## config.mk

```make
export PLATFORM = sky130hd
export DESIGN_NAME = optical_module_diag_status_flags
export DESIGN_NICKNAME = d
export VERILOG_FILES = /design/src/logic/diag_flags_pkg.sv /design/src/logic/optical_module_diag_status_flags.sv
export SDC_FILE = /design/constraint.sdc
export NUM_CORES = 1
export LEC_CHECK = 0
export ABC_CLOCK_PERIOD_IN_PS = 1100
export BUFFER_PORTS_ARGS = -buffer_cell sky130_fd_sc_hd__buf_2
export CORE_MARGIN = 2
export CORE_UTILIZATION = 45
export CTS_CLUSTER_SIZE = 40
export DETAILED_ROUTE_END_ITERATION = 10
export PLACE_DENSITY = 0.76
export SLEW_MARGIN = 30
export SYNTH_ARGS = -nofsm -noshare
export SYNTH_HDL_FRONTEND = slang
export SYNTH_SLANG_ARGS = --single-unit
```

## constraint.sdc

```tcl
create_clock -name ref_clk -period 1.1 [get_ports ref_clk]
set_input_delay 0.22 -clock ref_clk [delete_from_list [all_inputs] [get_ports ref_clk]]
set_output_delay 0.22 -clock ref_clk [all_outputs]
set_load 0.01 [all_outputs]
```

## src/logic/diag_flags_pkg.sv

```systemverilog
// constants for the diagnostic status and flag register bank
package diag_flags_pkg;
  // register offsets (byte addresses in the diagnostic page)
  localparam logic [7:0] OFF_SOFT_COMMAND_STATUS = 8'h6e;
  localparam logic [7:0] OFF_ALARM_FLAGS_ONE = 8'h70;
  localparam logic [7:0] OFF_ALARM_FLAGS_TWO = 8'h71;
  localparam logic [7:0] OFF_WARNING_FLAGS_ONE = 8'h74;
  localparam logic [7:0] OFF_MONITOR_VALID = 8'h7f;
  // status/control bit positions
  localparam int POS_TXDIS_MIRROR = 7;
  localparam int POS_SOFT_TXDIS = 6;
  localparam int POS_FAULT_MIRROR = 2;
  localparam int POS_LOS_MIRROR = 1;
  localparam int POS_NOT_READY = 0;
  // reset values
  localparam logic SOFT_TXDIS_RESET = 1'b0;
  localparam logic [7:0] REG_RESET = 8'h00;
  localparam logic [2:0] SYNC_RESET = 3'h0;
  // response time budget
  localparam int RESPONSE_MS = 100;
  localparam int CLK_HZ = 50000000;
  localparam int RESPONSE_CYCLES = RESPONSE_MS * (CLK_HZ / 1000);
  // latency from a pin change to the register copy
  localparam int MIRROR_LATENCY = 4;
endpackage : diag_flags_pkg

```

## src/logic/optical_module_diag_status_flags.sv

```systemverilog
// diagnostic status/control byte and alarm/warning flag bytes
// Notes on behaviour
// - bit 7 of status byte follows the transmit-disable pin level.
// - bit 6 is a software transmit-disable, host readable and writable.
// - transmitter is off when bit 6 or the disable pin is high.
// - bit 2 follows the transmit-fault output.
// - bit 1 follows the receive loss-of-signal output.
// - bit 0 reads 0 once monitor values are valid, else 1.
// - commands and mirrors take effect well inside 100 ms.
// - alarm one bit 7 set when temperature above high alarm.
// - alarm one bit 6 set when temperature below low alarm.
// - alarm one bit 5 set when supply above high alarm.
// - alarm one bit 4 set when supply below low alarm.
// - alarm one bit 3 set when bias above high alarm.
// - alarm one bit 2 set when bias below low alarm.
// - alarm one bit 1 set when transmit power above high alarm.
// - alarm one bit 0 set when transmit power below low alarm.
// - alarm two bit 7 set when receive power above high alarm.
// - alarm two bit 6 set when receive power below low alarm; rest zero.
// - warning one bit 7 set when temperature above high warning.
//
// Local design decision: strobed register access.
`timescale 1ns/10ps
module optical_module_diag_status_flags
  import diag_flags_pkg::*;
(
  input wire logic ref_clk,
  input wire logic reset_n,
  input wire logic [7:0] reg_addr,
  input wire logic [7:0] reg_wdata,
  input wire logic reg_wr,
  input wire logic reg_rd,
  output logic [7:0] reg_rdata,
  input wire logic tx_disable_pin,
  input wire logic tx_fault_state,
  input wire logic receive_signal_lost_mirror,
  input wire logic monitor_valid,
  input wire logic [15:0] temp_value,
  input wire logic [15:0] temp_high_alarm,
  input wire logic [15:0] temp_low_alarm,
  input wire logic [15:0] temp_high_warning,
  input wire logic [15:0] vcc_value,
  input wire logic [15:0] vcc_high_alarm,
  input wire logic [15:0] vcc_low_alarm,
  input wire logic [15:0] bias_value,
  input wire logic [15:0] bias_high_alarm,
  input wire logic [15:0] bias_low_alarm,
  input wire logic [15:0] txpwr_value,
  input wire logic [15:0] txpwr_high_alarm,
  input wire logic [15:0] txpwr_low_alarm,
  input wire logic [15:0] rxpwr_value,
  input wire logic [15:0] rxpwr_high_alarm,
  input wire logic [15:0] rxpwr_low_alarm,
  output logic tx_off
);

  ////////////////////////////////////////////////////////////////////////////
  // pin synchronisers: three stages, change accepted when stages two and three agree

  logic [2:0] txdis_sync_q;
  logic [2:0] fault_sync_q;
  logic [2:0] los_sync_q;
  logic txdis_q;
  logic fault_q;
  logic los_q;

  always_ff @(posedge ref_clk or negedge reset_n) begin
    if (!reset_n) begin
      txdis_sync_q <= SYNC_RESET;
      fault_sync_q <= SYNC_RESET;
      los_sync_q <= SYNC_RESET;
    end else begin
      txdis_sync_q <= {txdis_sync_q[1:0], tx_disable_pin};
      fault_sync_q <= {fault_sync_q[1:0], tx_fault_state};
      los_sync_q <= {los_sync_q[1:0], receive_signal_lost_mirror};
    end
  end

  // a lone glitch that only reaches one stage never shows up in the register
  wire txdis_agree = txdis_sync_q[1] == txdis_sync_q[2];
  wire fault_agree = fault_sync_q[1] == fault_sync_q[2];
  wire los_agree = los_sync_q[1] == los_sync_q[2];

  always_ff @(posedge ref_clk or negedge reset_n) begin
    if (!reset_n) begin
      txdis_q <= 1'b0;
      fault_q <= 1'b0;
      los_q <= 1'b0;
    end else begin
      if (txdis_agree) txdis_q <= txdis_sync_q[2];
      if (fault_agree) fault_q <= fault_sync_q[2];
      if (los_agree) los_q <= los_sync_q[2];
    end
  end

  ////////////////////////////////////////////////////////////////////////////
  // register decode

  wire sel_status = reg_addr == OFF_SOFT_COMMAND_STATUS;
  wire sel_alarm1 = reg_addr == OFF_ALARM_FLAGS_ONE;
  wire sel_alarm2 = reg_addr == OFF_ALARM_FLAGS_TWO;
  wire sel_warn1 = reg_addr == OFF_WARNING_FLAGS_ONE;
  wire sel_valid = reg_addr == OFF_MONITOR_VALID;

  logic soft_txdis_q;
  logic soft_txdis_d;

  // only bit 6 is writable; the rest of the byte drops writes
  assign soft_txdis_d = (reg_wr && sel_status) ? reg_wdata[POS_SOFT_TXDIS] : soft_txdis_q;

  always_ff @(posedge ref_clk or negedge reset_n) begin
    if (!reset_n) soft_txdis_q <= SOFT_TXDIS_RESET;
    else soft_txdis_q <= soft_txdis_d;
  end

  ////////////////////////////////////////////////////////////////////////////
  // transmitter disable

  logic tx_off_q;
  always_ff @(posedge ref_clk or negedge reset_n) begin
    if (!reset_n) tx_off_q <= 1'b0;
    else tx_off_q <= soft_txdis_q | txdis_q;
  end
  assign tx_off = tx_off_q;

  // monitor valid is from on-chip logic on this clock; no synchroniser
  logic not_ready_q;
  always_ff @(posedge ref_clk or negedge reset_n) begin
    if (!reset_n) not_ready_q <= 1'b1;
    else not_ready_q <= ~monitor_valid;
  end

  ////////////////////////////////////////////////////////////////////////////
  // threshold comparison

  function automatic logic above(input logic [15:0] v, input logic [15:0] t);
    above = v > t;
  endfunction

  function automatic logic below(input logic [15:0] v, input logic [15:0] t);
    below = v < t;
  endfunction

  // temperature is two's complement; flip the sign bit to compare unsigned
  wire [15:0] temp_u = temp_value ^ 16'h8000;
  wire [15:0] temp_ha_u = temp_high_alarm ^ 16'h8000;
  wire [15:0] temp_la_u = temp_low_alarm ^ 16'h8000;
  wire [15:0] temp_hw_u = temp_high_warning ^ 16'h8000;

  wire [7:0] alarm1_d = {
    above(temp_u, temp_ha_u),
    below(temp_u, temp_la_u),
    above(vcc_value, vcc_high_alarm),
    below(vcc_value, vcc_low_alarm),
    above(bias_value, bias_high_alarm),
    below(bias_value, bias_low_alarm),
    above(txpwr_value, txpwr_high_alarm),
    below(txpwr_value, txpwr_low_alarm)
  };
  wire [7:0] alarm2_d = {
    above(rxpwr_value, rxpwr_high_alarm),
    below(rxpwr_value, rxpwr_low_alarm),
    6'h00
  };
  // only the high temperature warning exists here; the rest read zero
  wire [7:0] warn1_d = {above(temp_u, temp_hw_u), 7'h00};

  logic [7:0] alarm1_q;
  logic [7:0] alarm2_q;
  logic [7:0] warn1_q;

  // flags follow the live condition, not sticky, cleared once it goes away
  always_ff @(posedge ref_clk or negedge reset_n) begin
    if (!reset_n) begin
      alarm1_q <= REG_RESET;
      alarm2_q <= REG_RESET;
      warn1_q <= REG_RESET;
    end else begin
      alarm1_q <= alarm1_d & {8{monitor_valid}};
      alarm2_q <= alarm2_d & {8{monitor_valid}};
      warn1_q <= warn1_d & {8{monitor_valid}};
    end
  end

  ////////////////////////////////////////////////////////////////////////////
  // read path

  wire [7:0] status_byte = {txdis_q, soft_txdis_q, 3'h0, fault_q, los_q, not_ready_q};

  wire [7:0] rd_mux = sel_status ? status_byte :
                      sel_alarm1 ? alarm1_q :
                      sel_alarm2 ? alarm2_q :
                      sel_warn1 ? warn1_q :
                      sel_valid ? {7'h00, ~not_ready_q} :
                      8'h00;

  logic [7:0] rdata_q;
  always_ff @(posedge ref_clk or negedge reset_n) begin
    if (!reset_n) rdata_q <= REG_RESET;
    else if (reg_rd) rdata_q <= rd_mux;
    else rdata_q <= 8'h00;
  end
  assign reg_rdata = rdata_q;
endmodule // optical_module_diag_status_flags

```

==> impl_results.md <==
* Detailed-route DRC error count at 0
* Most common cell after layout, fill and taps aside: buf_2
* Maximum VDD drop at around 0.00094 V
* Cell taking the most area after synthesis: ha_1
* Wire per inst at 15.8 um
* Crit path time final at 1490 ps
* Worst Reg2Reg Path Length in Cells at 5
* Worst setup EP type: flop
* Worst r2r dst: reg_rdata[7]$_DFF_PN0_
* IO Count at between 200 and 300
* Hold Crit Class: in -> reg
* Worst Setup SP: temp_value[10]
* Post-synth top area share at 0.397
* Mapped Cells at a little under 700
* Clock Sinks at 34
* Setup_tns at -2480 ps
* Layout cell share with drive strength beyond 1 at 0.513
* Final GP Congestion at 0.839
* Worst setup SP type: primary input
* Post-route ant nets at 0
* Pre-Repair DR Iteration Count at 4
* Layout area overhead at 76.7%
* Gr usage total at 0.283
* Synthesized Nets at 1,127
* Via density at 5.19
* Clock Path Buffers at 2
* Place WS at -708 ps
* Clock Root Buffer: clkbuf_16
* Die area at 12,900 um^2
* Critical path depth at 10
* Syn. warnings at 0
* Lkg Pwr at 0.00509 uW
* WP buf/inv at 5
* Vias in the first global route at 6,642
* CP Data Required Time at 1280 ps
* Worst R2R Setup Slack at 70 ps
* Number of synthesized flops with an enable pin at 0
* Final total power at between 5000 and 6000 uW
* Max Slew Vio Count at 0
* Initial Utilization at 0.466
* Core Footprint at 11,600 um^2
* Synthesized area per cell at 7.96 um^2
* Crit Path Max Fanout at 3
* Final period util at 1.35
* Routed via count at 6,340
* Die Span Y at 113 um
* Final Hold Viols at 0
* Most frequent CP cell: buf_4
* Clock skew at 0.856 ps
* Wirelength, routed at around 19,000 um
* Num CTS Buffers at 5
* I/O Buffers at 281
* Power Dens Cells at 612 nW/um^2
* Status: finished, violations left
* Gr ovfl total at 0
* Arrival time at the worst endpoint at 1670 ps
* Skew-Pair Late Insertion Delay at 270 ps
* Family with the most delay on the worst path: buffers and inverters
* Critical path's slowest cell: ha_4
* Worst slew margin at 0.808
* Initial antenna violation count at 0
* RSZ-0062 raised after global routing: true
* H-tree depth at 2
* Post-synth cell types at 37
* Final setup margin at -386 ps
* Clock-pin slew on the worst setup and hold paths at about 50 ps
* Fillers at slightly above 700
* Final setup viols at 12
* Crit-path cells: buf_6, ha_4, nand4_1, buf_4, buf_4, buf_4, buf_4, nor2_4, a21oi_2, a31oi_1
* Die W at 113 um
* Global-route wire length before repair at between 20,000 and 30,000 um
* CP max stage delay at ~260 ps
* Synth Cell Area at 5380 um^2
* Largest net degree at the start of global routing at 26
* Worst-Margin Slew at 287 ps
* NumNets Final at ~1.5k
* FP Rows at 39
* Seq/Total Area, Yosys at 0.158
* Commonest non-fill, non-tap cells in the layout: buf_2 (218), inv_1 (130), ha_1 (111)
* Critical Path End: warn1_q[7]$_DFF_PN0_
* Violations in the final reports: negative setup slack
* Worst reg2reg path startpoint: alarm1_q[7]$_DFF_PN0_
* Asr flop ratio synth at 1.00
* HPWL after DPL at 14,600 um
* #FFs+latches synth at 34
* Max Fclk at 0.673 GHz
* Largest cells by area after synthesis: ha_1 (40%), dfrtp_1 (15%), inv_1 (12%), a21oi_1 (6.8%), nand4_1 (2.9%)
* Max Cap Violations at 0
* Hold Startpoint: tx_disable_pin
* Most common flop cell mapped by yosys: dfrtp_1
* Crit Path Class: in -> reg
* CTS tree: done
* Initial detailed-routing violation count at about 210
==> timing repair <==
action	4_1_cts	5_1_grt
resized for setup	135	45
endpoints found under the hold margin	8	0
endpoints found under the setup margin	15	16
pin swaps	68	52
hold buffers	1	0
setup buffers	10	6
==> final cells by class <==
class | count | area [um^2] | area share
timing repair buffer | 395 | 2720 | 0.286
antenna | 1 | 2.50 | 0.000263
tap | 143 | 179 | 0.0188
multi-input combinational | 466 | 4800 | 0.504
clock buffer | 7 | 143 | 0.0150
sequential | 34 | 852 | 0.0895
inverter | 175 | 815 | 0.0856
clock inverter | 1 | 5.00 | 0.000526
==> worst reg2reg max path: stages, from the launching register on <==
cell and delay, ps:
dfrtp_1 370, mux2i_1 130, nor2_1 50, a31oi_1 180, o2bb2ai_2 60, and2_1 130
==> cell families after synthesis <==
family          Yosys count  synth area share
fa+ha+maj               174             0.403
compound gates          160             0.179
flops                    34             0.158
simple gates            129             0.131
buf+inv                 176             0.123
mux                       3           0.00581
==> synth_stat cells, types with 4 or more instances <==
library cell,n
o2111ai_1,4
nand3_1,12
o21ai_1,7
a21oi_1,73
nand2b_1,12
inv_1,175
or4_4,6
nand2_1,37
a2111oi_0,4
nand4_1,25
a21oi_2,6
nor2_1,16
o211ai_1,14
dfrtp_1,33
o21ai_0,20
ha_1,171
a21o_1,8
a211oi_1,4
o21a_1,8
nor2b_1,10
a31oi_1,7
==> metal layers <==
layer	global-route usage	share of wire	up-vias
met5	0	0	-
met4	0.109	0.043	0
met3	0.0489	0.057	62
met2	0.562	0.54	246
met1	0.292	0.36	2888
li1	-	-	3144
==> flip-flops by register name, summed over array words and instances (netlist names), 2 cells and up <==
register	cells
alarm2_q	2
txdis_sync_q	3
fault_sync_q	3
reg_rdata	8
alarm1_q	8
los_sync_q	3
==> stage by stage <==
step | std cells | area (um^2) | utilization | hold slack, ps
finish | 1222 | 9520 | 0.823 | 56.9
global route | 1221 | 9510 | 0.823 | 57.9
CTS | 1215 | 9230 | 0.798 | 50.9
detailed placement | 1196 | 8330 | 0.721 | 113
global placement | 1196 | 8330 | 0.721 | 115
floorplan | 676 | 6010 | - | -75.6
==> power by group <==
| part | switching [uW] | internal [uW] | total [uW] |
|---|---|---|---|
| clock network | 452 | 895 | 1350 |
| registers | 32.5 | 1330 | 1360 |
| logic | 1420 | 1690 | 3110 |
| total | 1910 | 3920 | 5820 |
==> how the worst min path moves through the flow <==
stage / endpoint / depth (start not counted)
CTS: los_sync_q[0]$_DFF_PN0_ / 1
global route: los_sync_q[0]$_DFF_PN0_ / 1
global placement: alarm1_q[1]$_DFF_PN0_ / 1
floorplan: alarm1_q[0]$_DFF_PN0_ / 0
finish: txdis_sync_q[0]$_DFF_PN0_ / 1
detailed placement: los_sync_q[0]$_DFF_PN0_ / 1
(Power assumes the default switching activity.)
